File: config.mk
export PLATFORM = sky130hd
export DESIGN_NAME = gtm_timer
export DESIGN_NICKNAME = d
export VERILOG_FILES = /design/src/design/gtm_prescaler.v /design/src/design/gtm_timer.v
export VERILOG_INCLUDE_DIRS = /design/src /design/src/design
export SDC_FILE = /design/constraint.sdc
export NUM_CORES = 1
export LEC_CHECK = 0
export BUFFER_PORTS_ARGS = -buffer_cell sky130_fd_sc_hd__clkbuf_2
export CAP_MARGIN = 10
export CELL_PAD_IN_SITES_DETAIL_PLACEMENT = 2
export CELL_PAD_IN_SITES_GLOBAL_PLACEMENT = 2
export CORE_AREA = 8 8 128 130
export DETAILED_ROUTE_END_ITERATION = 16
export DIE_AREA = 0 0 136 138
export MAX_ROUTING_LAYER = met4
export PLACE_DENSITY = 0.83
export RECOVER_POWER = 100
export SLEW_MARGIN = 20
export SYNTH_ARGS = -nofsm -noshare
export SYNTH_HDL_FRONTEND = slang
export SYNTH_SLANG_ARGS = --single-unit
export TNS_END_PERCENT = 1
File: constraint.sdc
create_clock -name clock -period 2.4 [get_ports clock]
set_input_delay 0.24 -clock clock [delete_from_list [all_inputs] [get_ports clock]]
set_output_delay 0.24 -clock clock [all_outputs]
set_load 0.02 [all_outputs]
File: src/design/gtm_consts.vh
// Purpose: Offsets, field positions, reset values and codes of the timer.
// Assumes: APB with 32-bit data, one aligned word per register.
// Notes:   Included by the timer, its checker and its testbench; not by the prescaler.
`ifndef GTM_CONSTS_VH
`define GTM_CONSTS_VH

`define GTM_ADDR_CONTROL    12'h000
`define GTM_ADDR_COUNT      12'h004
`define GTM_ADDR_PERIOD     12'h008
`define GTM_ADDR_STATUS     12'h00C
`define GTM_ADDR_MASK       12'h010
`define GTM_ADDR_PRIORITY   12'h014

`define GTM_BIT_ON          15
`define GTM_BIT_SIDL        13
`define GTM_BIT_ECS_HI      9
`define GTM_BIT_ECS_LO      8
`define GTM_BIT_GATE        6
`define GTM_BIT_PS_HI       5
`define GTM_BIT_PS_LO       4
`define GTM_BIT_SYNC        2
`define GTM_BIT_CS          1
`define GTM_CONTROL_MASK    16'hA376

`define GTM_ECS_PIN         2'h0
`define GTM_ECS_LOW_POWER_RC_OSCILLATOR        2'h2

`define GTM_ST_MATCH        0
`define GTM_ST_GATE         1

`define GTM_RESET_CONTROL   16'h0000
`define GTM_RESET_COUNT     16'h0000
`define GTM_RESET_PERIOD    16'hFFFF
`define GTM_RESET_STATUS    2'h0
`define GTM_RESET_MASK      2'h0
`define GTM_RESET_PRIORITY  3'h0

`endif

File: src/design/gtm_prescaler.v
// Purpose: Divides a one-cycle count enable by 1, 8, 64 or 256.
// Assumes: Enable pulses are one clock wide.
// Notes:   Cleared whenever the timer is off.
`timescale 1ns/1ps

module gtm_prescaler (
  input  wire       clock,
  input  wire       reset,
  input  wire       clear,
  input  wire [1:0] select,
  input  wire       tick_in,
  output wire       tick_out
);

  reg  [7:0] divide_count;
  reg  [7:0] last_value;

  always @* begin
    case (select)
      2'h0:    last_value = 8'h00;
      2'h1:    last_value = 8'h07;
      2'h2:    last_value = 8'h3F;
      default: last_value = 8'hFF;
    endcase
  end

  assign tick_out = tick_in && (divide_count == last_value);

  always @(posedge clock) begin
    if (reset || clear) begin
      divide_count <= 8'h00;
    end else if (tick_in) begin
      if (divide_count >= last_value) begin
        divide_count <= 8'h00;
      end else begin
        divide_count <= divide_count + 8'h01;
      end
    end
  end

endmodule

File: src/design/gtm_timer.v
// Purpose: Sixteen-bit timer and counter with APB registers.
// Assumes: One 100 MHz clock; pins and the RC clock are asynchronous.
// Notes:   The asynchronous counting mode is emulated on the system clock.
//
// Function
// - 16-bit up counter used as interval timer or real-time clock base.
// - Counts internal clock, synchronised external clock, or async external.
// - Interrupt on period match and on gate falling edge when gated.
// - Keeps counting in idle or sleep when configured, to wake the CPU.
// - Counts only while the on bit is set.
// - Two-bit prescale field divides the selected clock.
// - Source bit, extended source field and gate bit pick the clock.
// - Sync bit chooses synchronised or asynchronous external counting.
// - Extended source value 10 selects the low-power RC oscillator.
// - Stop-in-idle bit halts the timer in idle; clear keeps it running.
// - Gate enable bit turns gated time accumulation on or off.
//
// The APB slave port and the address map are this design's own decisions.
`timescale 1ns/1ps
`include "gtm_consts.vh"

module gtm_timer (
  input  wire        clock,
  input  wire        reset,
  input  wire        psel,
  input  wire        penable,
  input  wire        pwrite,
  input  wire [11:0] paddr,
  input  wire [31:0] pwdata,
  output reg  [31:0] prdata,
  output reg         pready,
  output reg         pslverr,
  input  wire        timer_external_clock_pin,
  input  wire        low_power_rc_oscillator,
  input  wire        cpu_idle,
  input  wire        cpu_sleep,
  output reg         irq,
  output reg  [2:0]  timer_interrupt_priority,
  output reg         period_match
);

  // ---------------------------------------------------------------
  // Registers
  // ---------------------------------------------------------------
  reg  [15:0] timer_control;
  reg  [15:0] count_value;
  reg  [15:0] period_register;
  reg  [1:0]  status;
  reg  [1:0]  mask;

  wire timer_on_bit          = timer_control[`GTM_BIT_ON];
  wire stop_in_idle_bit      = timer_control[`GTM_BIT_SIDL];
  wire gate_enable_bit       = timer_control[`GTM_BIT_GATE];
  wire external_clock_sync_bit = timer_control[`GTM_BIT_SYNC];
  wire clock_source_select_bit = timer_control[`GTM_BIT_CS];
  wire [1:0] extended_clock_source_field =
    timer_control[`GTM_BIT_ECS_HI:`GTM_BIT_ECS_LO];
  wire [1:0] prescale_select_field =
    timer_control[`GTM_BIT_PS_HI:`GTM_BIT_PS_LO];

  // ---------------------------------------------------------------
  // Input synchronisers
  // ---------------------------------------------------------------
  // The second stage feeds an extra edge-history flop so that the first
  // stage is read by nothing but the second.
  reg  [1:0] pin_sync;
  reg  [1:0] rc_sync;
  reg        pin_last;
  reg        rc_last;

  always @(posedge clock) begin
    if (reset) begin
      pin_sync <= 2'h0;
      rc_sync  <= 2'h0;
      pin_last <= 1'b0;
      rc_last  <= 1'b0;
    end else begin
      pin_sync <= {pin_sync[0], timer_external_clock_pin};
      rc_sync  <= {rc_sync[0], low_power_rc_oscillator};
      pin_last <= pin_sync[1];
      rc_last  <= rc_sync[1];
    end
  end

  // ---------------------------------------------------------------
  // Clock source selection
  // ---------------------------------------------------------------
  wire ext_level = (extended_clock_source_field == `GTM_ECS_LOW_POWER_RC_OSCILLATOR) ?
                   rc_sync[1] : pin_sync[1];
  wire ext_prev  = (extended_clock_source_field == `GTM_ECS_LOW_POWER_RC_OSCILLATOR) ?
                   rc_last : pin_last;
  wire ext_rise  = ext_level && !ext_prev;

  // ---------------------------------------------------------------
  // Power modes
  // ---------------------------------------------------------------
  // Idle halts only when the stop-in-idle bit is set. Sleep stops the
  // system clock that the internal and synchronised modes depend on, so
  // only the asynchronous external mode keeps counting there and can
  // serve as a wake-up source.
  wire idle_halt  = cpu_idle && stop_in_idle_bit;
  wire sleep_halt = cpu_sleep &&
                    (!clock_source_select_bit ||
                     external_clock_sync_bit);
  wire halted     = idle_halt || sleep_halt;

  // Both external modes count the synchronised edge here, since the whole
  // block runs on one clock; the asynchronous mode differs in that it
  // keeps running through sleep. A pin faster than half of the
  // system clock is therefore undercounted in either mode.

  // Gated accumulation counts the internal clock while the gate is high.
  wire raw_tick =
    clock_source_select_bit ? ext_rise :
    gate_enable_bit ? pin_sync[1] : 1'b1;

  wire count_enable = timer_on_bit && !halted && raw_tick;
  wire count_tick;

  gtm_prescaler u_prescaler (
    .clock    (clock),
    .reset    (reset),
    .clear    (!timer_on_bit),
    .select   (prescale_select_field),
    .tick_in  (count_enable),
    .tick_out (count_tick)
  );

  // ---------------------------------------------------------------
  // Counter and events
  // ---------------------------------------------------------------
  wire hit_period = count_tick && (count_value == period_register);
  wire gate_fall  = timer_on_bit && gate_enable_bit &&
                    !clock_source_select_bit &&
                    !pin_sync[1] && pin_last;

  // ---------------------------------------------------------------
  // Register strobes
  // ---------------------------------------------------------------
  // A write lands only at the edge that acknowledges the access phase;
  // a read is latched at the setup edge so that its data stands in the
  // one acknowledged access cycle.
  wire apb_setup    = psel && !penable;
  wire apb_write    = psel && penable && pwrite && pready;
  wire apb_read     = apb_setup && !pwrite;

  wire sel_control  = (paddr == `GTM_ADDR_CONTROL);
  wire sel_count    = (paddr == `GTM_ADDR_COUNT);
  wire sel_period   = (paddr == `GTM_ADDR_PERIOD);
  wire sel_status   = (paddr == `GTM_ADDR_STATUS);
  wire sel_mask     = (paddr == `GTM_ADDR_MASK);
  wire sel_priority = (paddr == `GTM_ADDR_PRIORITY);

  wire wr_control   = apb_write && sel_control;
  wire wr_count     = apb_write && sel_count;
  wire wr_period    = apb_write && sel_period;
  wire wr_status    = apb_write && sel_status;
  wire wr_mask      = apb_write && sel_mask;
  wire wr_priority  = apb_write && sel_priority;

  // ---------------------------------------------------------------
  // Counter
  // ---------------------------------------------------------------
  // A software write to the count wins over a tick in the same cycle, so
  // the value read back is the one written.
  always @(posedge clock) begin
    if (reset) begin
      count_value <= `GTM_RESET_COUNT;
    end else if (wr_count) begin
      count_value <= pwdata[15:0];
    end else if (count_tick) begin
      if (hit_period) begin
        count_value <= 16'h0000;
      end else begin
        count_value <= count_value + 16'h0001;
      end
    end
  end

  // ---------------------------------------------------------------
  // APB slave
  // ---------------------------------------------------------------
  // Zero wait states: pready is set at the edge ending setup so every access
  // finishes in its first access-phase cycle.
  wire mapped = sel_control || sel_count || sel_period ||
                sel_status || sel_mask || sel_priority;

  reg [31:0] next_prdata;

  always @* begin
    case (paddr)
      `GTM_ADDR_CONTROL:  next_prdata = {16'h0000, timer_control};
      `GTM_ADDR_COUNT:    next_prdata = {16'h0000, count_value};
      `GTM_ADDR_PERIOD:   next_prdata = {16'h0000, period_register};
      `GTM_ADDR_STATUS:   next_prdata = {30'h0, status};
      `GTM_ADDR_MASK:     next_prdata = {30'h0, mask};
      `GTM_ADDR_PRIORITY: next_prdata = {29'h0, timer_interrupt_priority};
      default:            next_prdata = 32'h00000000;
    endcase
  end

  always @(posedge clock) begin
    if (reset) begin
      pready  <= 1'b0;
      pslverr <= 1'b0;
      prdata  <= 32'h00000000;
    end else begin
      pready  <= psel && !penable;
      pslverr <= psel && !penable && !mapped;
      if (apb_read) begin
        prdata <= next_prdata;
      end
    end
  end

  // ---------------------------------------------------------------
  // Register file
  // ---------------------------------------------------------------
  // Unimplemented control bits are dropped on write so that they read
  // back as zero.
  always @(posedge clock) begin
    if (reset) begin
      timer_control <= `GTM_RESET_CONTROL;
    end else if (wr_control) begin
      timer_control <= pwdata[15:0] & `GTM_CONTROL_MASK;
    end
  end

  always @(posedge clock) begin
    if (reset) begin
      period_register <= `GTM_RESET_PERIOD;
    end else if (wr_period) begin
      period_register <= pwdata[15:0];
    end
  end

  // Mask and priority are plain storage; the mask gates the level
  // interrupt and the priority is handed on to the interrupt controller.
  always @(posedge clock) begin
    if (reset) begin
      mask <= `GTM_RESET_MASK;
    end else if (wr_mask) begin
      mask <= pwdata[1:0];
    end
  end

  always @(posedge clock) begin
    if (reset) begin
      timer_interrupt_priority <= `GTM_RESET_PRIORITY;
    end else if (wr_priority) begin
      timer_interrupt_priority <= pwdata[2:0];
    end
  end

  // ---------------------------------------------------------------
  // Interrupts
  // ---------------------------------------------------------------
  // A new event in the clearing cycle wins over the write of one.
  wire [1:0] events = {gate_fall, hit_period};
  wire [1:0] clear_bits = wr_status ? pwdata[1:0] : 2'h0;
  wire       irq_level  = |(status & mask);

  always @(posedge clock) begin
    if (reset) begin
      status       <= `GTM_RESET_STATUS;
      irq          <= 1'b0;
      period_match <= 1'b0;
    end else begin
      status       <= (status & ~clear_bits) | events;
      irq          <= irq_level;
      period_match <= hit_period;
    end
  end

endmodule

==> results of run 1 <==
[Yosys cell counts, drive strengths merged, types with 3 or more instances]
library cell | instances | area share, %
nand3 | 23 | 2.6
buf | 22 | 3.8
nor4 | 13 | 2.3
xor2 | 21 | 4.1
clkbuf | 23 | 1.9
nor3 | 8 | 1.5
nor4b | 5 | 0.98
mux2 | 9 | 2.3
nand2 | 81 | 6.8
mux2i | 7 | 1.6
and2 | 5 | 0.70
inv | 6 | 0.50
a31oi | 5 | 0.70
or2 | 4 | 0.56
or4 | 4 | 0.84
nand3b | 21 | 3.5
a211oi | 5 | 0.95
a211o | 3 | 0.59
nand4 | 12 | 1.7
xnor2 | 4 | 0.78
a41oi | 5 | 0.98
nor2 | 28 | 2.7
a22oi | 15 | 2.5
or3 | 4 | 0.67
dfxtp | 82 | 37
ha | 8 | 2.2
o21ai | 27 | 3.0
nor2b | 9 | 1.3
nand2b | 6 | 0.84
a21oi | 32 | 3.6
[cell usage in the layout (no fill, tap or decap), types with 12 or more instances in the layout]
cell,count
clkbuf_1,25
conb_1,16
a21oi_1,32
nor4_1,12
nor2_1,27
nand2_1,81
buf_4,26
nand4_1,12
nand3_1,23
o21ai_0,26
nand3b_1,21
clkbuf_2,36
xor2_1,21
a22oi_1,15
dfxtp_1,80
[report_power, final]
| group | switching (W) | internal [W] | leakage (nW) | total [W] |
|---|---|---|---|---|
| logic | 0.000109 | 0.0000538 | 1.13 | 0.000163 |
| clock network | 0.000590 | 0.000932 | 0.158 | 0.00152 |
| registers | 0.00000567 | 0.00137 | 0.664 | 0.00137 |
[metrics by stage]
stage	power [W]	util, %	setup slack (ns)
final	0.003059	37.10	0.1503
after global routing	0.003153	37.10	-0.02428
after CTS	0.003093	37.48	0.02731
after detailed placement	0.001569	35.25	0.001599
after global placement	0.001561	35.25	0.2205
after floorplan	0.001510	-	0.3695
[state kept, by name, indices dropped and copies added (netlist names)]
signal / flops
count_value: 16
irq: 1
mask: 2
period_match: 1
period_register: 16
pin_last: 1
pin_sync: 2
prdata: 16
pready: 1
pslverr: 1
rc_last: 1
rc_sync: 2
status: 2
timer_control: 9
timer_interrupt_priority: 3
u_prescaler.divide_count: 8
[worst max-delay path: cells and delay by family, from the launching register on]
kind / cells / cell delay, ns
compound gates: 2 / 0.46
flops: 1 / 0.39
simple gates: 3 / 0.67
buf+inv: 2 / 0.29
fa+ha+maj: 1 / 0.33
[cell families after synthesis]
| kind of cell | synth area share (%) |
|---|---|
| buffers and inverters | 6.215 |
| AND/OR/NAND/NOR | 28.70 |
| multiplexers | 4.339 |
| XOR/XNOR | 4.899 |
| flip-flops | 36.73 |
| AO/OA/AOI/OAI | 16.80 |
| other | 0.08391 |
| adder cells (fa/ha/maj) | 2.240 |
[layer usage]
layer	global-route usage, %	up-vias	routed length, microns
li1	-	2034	-
met1	21.58	2173	7050
met2	30.36	114	8224
met3	4.275	26	799
met4	5.957	0	380
met5	-	-	0
[worst max path at each step]
stage	startpoint	endpoint	slack (ns)	cells past startpoint
2_1_floorplan	timer_control[5]	count_value[0]	0.37	8
3_3_place_gp	timer_control[5]	count_value[13]	0.22	8
3_5_place_dp	timer_control[5]	count_value[13]	0.002	8
4_1_cts	timer_control[4]	count_value[13]	0.03	8
5_1_grt	timer_control[5]	count_value[14]	-0.02	8
6_report	timer_control[5]	count_value[13]	0.15	8
[timing repair]
item                                    4_1_cts  5_1_grt
resized for setup                             1        1
hold endpoints to repair                      0        0
endpoints found under the setup margin        1        6
pin swaps                                     0        2
[final cells by class]
type                            count  area (sq um)
Fill cell                        1684          9004
Multi-Input combinational cell    412          2586
Sequential cell                    82          1644
Timing Repair Buffer               89         509.2
Clock buffer                       10         239.0
Tap cell                          184         230.2
Clock inverter                      5         78.83
Inverter                            6         22.52
==> impl_results.md, run 1 <==
- Post-Layout Cell Count: 788
- Worst-path cell chain: inv_1, ha_1, nand4_1, a211o_1, nor3_4, buf_12, a311oi_1, nor4_1
- Longest Clk Path Bufs: 2
- Yosys cell types: 68
- Worst Path Required: 2.65 ns
- Synth Flop Type: dfxtp_1
- Hold wc startpoint: low_power_rc_oscillator
- Post-Route Skew: 0.005583 ns
- TritonCTS clock tree: built
- Layout Nets: 661
- Overflow after GRT: 0
- FP Rows: 44
- Synth Warn #: 0
- EDFF count, synth: 0
- Max-slew violations: 0
- Crit-path max FO: 14
- Core area: 14310 sq um
- Final worst path period need: 2.250 ns
- Reg2reg end: count_value[13]
- Setup TNS: 0 ns
- Clock sinks: 82
- Initial core utilization: 31.22%
- Clock root buffer master: clkbuf_16
- Sequential share of the synthesized area: 36.73%
- Placed Instances: 773
- Cells after Synth: 530
- Worst hold path class: in2reg
- Crit path kind: reg2reg
- Final Setup Violations: 0
- Post-synth ARST share: 0%
- Syn avg cell area: 8.433 sq um
- Diode count: 0
- Wirelength, routed: 16450 microns
- Max cap viols: 0
- Worst setup EP type: flop
- DR WL/cell: 20.88 microns
- DRT antenna net count: 0
- Clock Pin Slew Worst Setup and Hold Paths: 0.06 ns
- Die boundary width: 136 microns
- Largest net degree at the start of global routing: 26
- Slowest-stage cell, CP: dfxtp_2
- GRT Total Usage: 18.42%
- Total CTS buffers: 9
- FF-to-FF path depth: 8
- Critical Path AT: 2.50 ns
- Leakage power: 1.952 nW
- Via density: 5.516
- Initial drt markers: 184
- Htree depth: 3
- Area post-placement: 5046 sq um
- Netlist Area Pre-Place: 4469 sq um
- Peak VDD IR: 330.5 uV
- Worst slew pin tran: 1.027 ns
- Worst Setup Start Kind: flop
- Number of global-route vias before repair: 4858
- Hold path endpoint: rc_sync[0]
- Initial antenna violation count: 0
- Number of setup buffers added after CTS: 0
- Worst-Skew Late Latency: 0.35 ns
- Final Cycle Share: 93.74%
- DP HPWL: 12650 microns
- DRC viols: 0
- Hold buffers post-CTS: 0
- RSZ-0062 raised after global routing: yes
- Cell Pwr Density: 576.2 nW/um^2
- Fin. Hold Viols: 0
- Routability congestion estimate: 0.8529
- Vias: 4347
- Die Y: 138 microns
- First-pass GRT wire length: 26790 microns
- Finished Cell Area: 5310 sq um
- R2R Path Start: timer_control[5]
- Min-Delay Path Depth: 2
- Area Growth Syn to Fin: 18.81%
- Relative max-transition margin: 31.26%
- Die area: 18770 sq um
- I/O Buffers: 59
- Fmax: 0.4445 GHz
- Max incr delay on CP: 0.39 ns
- 1st-pass router iterations: 4
- Flops & latches, synth: 82
- Status: completed
- Worst R2R Setup Slack: 0.15 ns
- # IOs: 92
- Fraction of layout instances using a drive strength above 1: 17.05%
- Worst hold slack: 0.1061 ns
(Power assumes the default switching activity.)
==> inputs of run 2 (changes only) <==
- GPL_ROUTABILITY_DRIVEN: default -> 0
- SETUP_SLACK_MARGIN: default -> 0.4
==> impl_results.md, run 2 (synthesis results as in run 1) <==
- Status: completed
- Max incr delay on CP: 0.42 ns (+0.03 ns)
- Worst-Skew Late Latency: 0.35 ns (about the same)
- RSZ-0062 raised after global routing: yes
- Final Setup Violations: 0 (unchanged)
- Initial drt markers: 217 (+18%)
- Vias: 4442 (+2.2%)
- Grt met3 use: 3.804% (-0.47 points)
- Most common cell after layout, fill and taps aside: nand2_1
- Most frequent cells in the layout: nand2_1, dfxtp_1, clkbuf_2
- GRT Total Usage: 19.19% (+0.78 points)
- FP Rows: 44 (unchanged)
- Wirelength, routed: 17960 microns (+9.1%)
- Overflow after GRT: 0 (unchanged)
- Final Cycle Share: 91.53% (-2.2 points)
- Max cap viols: 0 (unchanged)
- Post-Route Skew: 0.007800 ns (+0.002218 ns)
- Biggest regs: count_value (16), period_register (16), prdata (16)
- DRC viols: 0 (unchanged)
- Worst R2R Setup Slack: 0.20 ns (+0.05 ns)
- Max-slew violations: 0 (unchanged)
- Htree depth: 3 (unchanged)
- Worst hold path class: in2reg
- Worst Setup Start Kind: flop
- Worst-path cell chain: nand2_4, ha_4, nand4_1, a211oi_1, nand3_1, buf_4, a22oi_1, o31ai_1
- Hold buffers post-CTS: 0 (unchanged)
- Clock sinks: 82 (unchanged)
- Longest Clk Path Bufs: 2 (unchanged)
- Leakage power: 2.011 nW (+3.0%)
- I/O Buffers: 59 (unchanged)
- Setup TNS: 0 ns (unchanged)
- Crit-path max FO: 15 (+1)
- # IOs: 92 (unchanged)
- Grt peak-use layer: met2
- Die area: 18770 sq um (unchanged)
- Reg2reg end: count_value[14]
- Area Growth Syn to Fin: 23.24%
- Critical Path AT: 2.42 ns (-0.08 ns)
- Diode count: 0 (unchanged)
- Initial antenna violation count: 0 (unchanged)
- Fmax: 0.4552 GHz (+2.4%)
- Met1 Use GR: 22.04% (+0.47 points)
- DR WL/cell: 22.53 microns (+7.9%)
- Crit path kind: reg2reg
- Cell Pwr Density: 523.9 nW/um^2 (-9.1%)
- Clock Pin Slew Worst Setup and Hold Paths: 0.06 ns (about the same)
- Worst Path Required: 2.63 ns (-0.02 ns)
- Relative max-transition margin: 35.60% (+4.3 points)
- Worst hold slack: 0.1088 ns (+0.002637 ns)
- Clock root buffer master: clkbuf_16
- R2R Path Start: timer_control[5]
- Fraction of layout instances using a drive strength above 1: 21.37% (+4.3 points)
- DRT antenna net count: 0 (unchanged)
- Pwr Total: 0.002885 W (-5.7%)
- Total CTS buffers: 9 (unchanged)
- Initial core utilization: 31.22% (unchanged)
- Buf/Inv on CP: 1 (-1)
- Hold wc startpoint: timer_external_clock_pin
- Min-Delay Path Depth: 2 (unchanged)
- Die boundary width: 136 microns (unchanged)
- TritonCTS clock tree: built
- Hold path endpoint: pin_sync[0]
- Layout Nets: 669 (+1.2%)
- Largest net degree at the start of global routing: 52 (+100%)
- Die Y: 138 microns (unchanged)
- 1st-pass router iterations: 4 (unchanged)
- CP top delay family: compound AO/OA/AOI/OAI gates
- Met2 Resource Use GR: 32.51% (+2.2 points)
- Slowest-stage cell, CP: a211oi_1
- Worst setup EP type: flop
- Worst slew pin tran: 0.9625 ns (-0.06478 ns)
- Fin. Hold Viols: 0 (unchanged)
- Via density: 5.573 (+1.0%)
- DP HPWL: 12560 microns (-0.66%)
- Final worst path period need: 2.197 ns (-0.05302 ns)
- Core area: 14310 sq um (unchanged)
- First-pass GRT wire length: 27830 microns (+3.9%)
- CP Depth: 8 (unchanged)
- Peak VDD IR: 324.1 uV (-1.9%)
- FF-to-FF path depth: 8 (unchanged)
- Number of global-route vias before repair: 4960 (+2.1%)
==> run 2: metrics by stage <==
step / worst slack [ns] / utilization (%) / area [sq um] / instances
floorplan: 0.4277 / - / 4526 / 545
global placement: 0.2011 / 35.03 / 5014 / 767
detailed placement: 0.09603 / 35.03 / 5014 / 767
CTS: 0.3245 / 38.20 / 5468 / 793
global route: 0.08608 / 38.48 / 5508 / 797
finish: 0.2033 / 38.48 / 5508 / 797
==> run 2: how the worst max path moves through the flow <==
stage,start,to
5_1_grt,timer_control[4],count_value[13]
6_report,timer_control[5],count_value[14]
4_1_cts,u_prescaler.divide_count[2],count_value[6]
2_1_floorplan,timer_control[5],count_value[13]
3_3_place_gp,paddr[4],count_value[13]
3_5_place_dp,timer_control[4],count_value[13]
==> run 2: per-layer routing <==
| layer | vias up | part of all wire, % |
|---|---|---|
| met1 | 2250 | 42 |
| met3 | 28 | 3.2 |
| met2 | 112 | 52 |
| li1 | 2052 | - |
| met4 | 0 | 2.5 |
| met5 | - | 0 |
==> run 2: what timing repair did <==
item | in CTS | in global routing
endpoints found under the hold margin | 0 | 0
pin swaps | 7 | 8
buffers inserted | 10 | 4
resized for setup | 22 | 24
setup endpoints to repair | 26 | 26
==> run 2: worst register-to-register path: stages (launching register included) <==
cell and delay, ns:
dfxtp_4 0.39, nand2_4 0.09, ha_4 0.27, nand4_1 0.20, a211oi_1 0.43, nand3_1 0.16, buf_4 0.24, a22oi_1 0.22
o31ai_1 0.09
==> run 2: layout make-up <==
| cell class | count | area [sq um] |
|---|---|---|
| multi-input combinational | 412 | 2700 |
| clock buffer | 12 | 256.5 |
| timing repair buffer | 97 | 615.6 |
| fill | 1618 | 8806 |
| inverter | 6 | 25.02 |
| tap | 184 | 230.2 |
| sequential | 82 | 1654 |
| clock inverter | 4 | 26.28 |
==> run 2: report_power, final <==
group / leakage (nW) / total (W) / internal, W / switching (W)
registers: 0.665 / 0.00137 / 0.00136 / 0.00000561
clock network: 0.139 / 0.00135 / 0.000757 / 0.000597
logic: 1.21 / 0.000161 / 0.0000505 / 0.000110
==> inputs of run 3 (changes only) <==
- clock period: 2.4 -> 2.5 ns (I/O delays scaled with it)
==> impl_results.md, run 3 (synthesis results as in run 1) <==
- Number of global-route vias before repair: 4979 (+0.38%)
- Fin. Hold Viols: 0 (unchanged)
- Clock root buffer master: clkbuf_16
- Total CTS buffers: 9 (unchanged)
- DRC viols: 0 (unchanged)
- Clock Pin Slew Worst Setup and Hold Paths: 0.06 ns (about the same)
- Most frequent cells in the layout: nand2_1, dfxtp_1, clkbuf_2, a21oi_1, clkbuf_1
- Max-slew violations: 0 (unchanged)
- Worst Path Required: 2.77 ns (+0.14 ns)
- First-pass GRT wire length: 27650 microns (-0.64%)
- Relative max-transition margin: 30.81% (-4.8 points)
- FP Rows: 44 (unchanged)
- Max cap viols: 0 (unchanged)
- Die boundary width: 136 microns (unchanged)
- Crit path kind: reg2reg
- Combinational Power Share: 5.3% (-0.3 points)
- Sw power: 0.0007024 W (-1.5%)
- Worst Setup Start Kind: flop
- RSZ-0062 raised after global routing: yes
- Via density: 5.671 (+1.8%)
- Wirelength, routed: 18120 microns (+0.91%)
- Final Cycle Share: 93.07% (+1.5 points)
- Final worst path period need: 2.327 ns (+0.1300 ns)
- Diode count: 0 (unchanged)
- DR WL/cell: 22.91 microns (+1.7%)
- Vias: 4486 (+0.99%)
- Power share of the sequential group: 44.7% (-2.8 points)
- Most common cell after layout, fill and taps aside: nand2_1
- I/O Buffers: 59 (unchanged)
- Internal power: 0.002241 W (+3.2%)
- Fraction of layout instances using a drive strength above 1: 19.28% (-2.1 points)
- # IOs: 92 (unchanged)
- Cell Pwr Density: 538.4 nW/um^2 (+2.8%)
- DRT antenna net count: 0 (unchanged)
- Worst-Skew Late Latency: 0.36 ns (about the same)
- Critical Path AT: 2.59 ns (+0.17 ns)
- Overflow after GRT: 0 (unchanged)
- Fmax: 0.4298 GHz (-5.6%)
- Status: completed
- Worst hold slack: 0.1077 ns (-0.001068 ns)
- Die Y: 138 microns (unchanged)
- Initial core utilization: 31.22% (unchanged)
- Clock sinks: 82 (unchanged)
- Biggest regs: count_value (16), period_register (16), prdata (16)
- Worst setup EP type: flop
- Worst slew pin tran: 1.034 ns (+0.07151 ns)
- Setup TNS: 0 ns (unchanged)
- Hold buffers post-CTS: 0 (unchanged)
- GRT Total Usage: 19.23% (+0.043 points)
- Worst hold path class: in2reg
- Initial drt markers: 248 (+14%)
- Final Setup Violations: 0 (unchanged)
- Htree depth: 3 (unchanged)
- DP HPWL: 12890 microns (+2.6%)
- Area Growth Syn to Fin: 22.31%
- Crit-path max FO: 6 (-9)
- 1st-pass router iterations: 5 (+1)
- TritonCTS clock tree: built
- Initial antenna violation count: 0 (unchanged)
- Longest Clk Path Bufs: 2 (unchanged)
- Leakage power: 2.006 nW (-0.23%)
- Largest net degree at the start of global routing: 37 (-29%)
- Peak VDD IR: 259.7 uV (-20%)
- Layout Nets: 663 (-0.90%)
- Die area: 18770 sq um (unchanged)
- Core area: 14310 sq um (unchanged)
- Clock share of power: 50.0% (+3.1 points)
- Post-Route Skew: 0.01125 ns (+0.003454 ns)
- Sw frac: 23.86% (-0.84 points)
## run 3: changes by cell type in the layout (fill, tap and decap cells not counted), sizes merged
cell / before / now
clkbuf: 73 / 75
buf: 36 / 26
clkinv: 3 / 4
clkinvlp: 1 / 0
bufinv: 0 / 2
## run 3: layout make-up
cell class,count,area (sq um)
Fill cell,1653,8847
Multi-Input combinational cell,412,2678
Sequential cell,82,1650
Timing Repair Buffer,91,565.5
Tap cell,184,230.2
Clock buffer,10,229.0
Clock inverter,6,91.34
Inverter,6,22.52
## run 3: power by group through the flow
stage | clock network, W | registers (W) | logic [W]
2_1_floorplan | 0 | 0.00135 | 0.000101
3_3_place_gp | 0 | 0.00135 | 0.000148
3_5_place_dp | 0 | 0.00135 | 0.000153
4_1_cts | 0.00149 | 0.00132 | 0.000155
5_1_grt | 0.00153 | 0.00132 | 0.000165
6_report | 0.00147 | 0.00132 | 0.000155
## run 3: metrics by stage
| step | setup slack (ns) | cells | total power (W) | cell area, sq um | util [%] |
|---|---|---|---|---|---|
| 3_3_place_gp | 0.3036 | 768 | 0.001496 | 5021 | 35.08 |
| 4_1_cts | 0.3528 | 787 | 0.002966 | 5409 | 37.79 |
| 6_report | 0.1734 | 791 | 0.002943 | 5466 | 38.19 |
| 3_5_place_dp | 0.1492 | 768 | 0.001502 | 5021 | 35.08 |
| 2_1_floorplan | 0.4695 | 545 | 0.001450 | 4526 | - |
| 5_1_grt | 0.09216 | 791 | 0.003013 | 5466 | 38.19 |
## run 3: critical path, cell delays in order (launching register included)
cell and delay, ns:
dfxtp_4 0.37, clkbuf_4 0.14, or4_4 0.42, a211o_1 0.38, nor3_2 0.33, buf_12 0.16
buf_12 0.11, nand3_2 0.08, a221oi_2 0.24
## run 3: path summary, 6_finish.rpt
kind / from / to / slack (ns) / depth (start not counted)
hold reg to reg: rc_sync[0] / rc_sync[1] / 0.44 / 1
setup / recovery: timer_control[5] / count_value[1] / 0.17 / 8
setup reg to reg: timer_control[5] / count_value[1] / 0.17 / 8
hold / removal: low_power_rc_oscillator / rc_sync[0] / 0.11 / 2
## run 3: layer usage
layer  global-route usage [%]  wire [microns]  up-vias  share of wire (%)
met5                        -               0        -                  0
met2                    32.77            9393      132                 52
met3                    3.986             628       42                3.5
met4                    6.709             479        0                2.6
li1                         -               -     2025                  -
met1                    21.75            7620     2287                 42
## run 3: timing repair
| item | in CTS | in global routing |
|---|---|---|
| hold endpoints to repair | 0 | 0 |
| setup buffers | 2 | 4 |
| gates resized for setup | 10 | 13 |
| setup endpoints to repair | 26 | 26 |
| pin swaps | 4 | 7 |
| cloned | 1 | 0 |
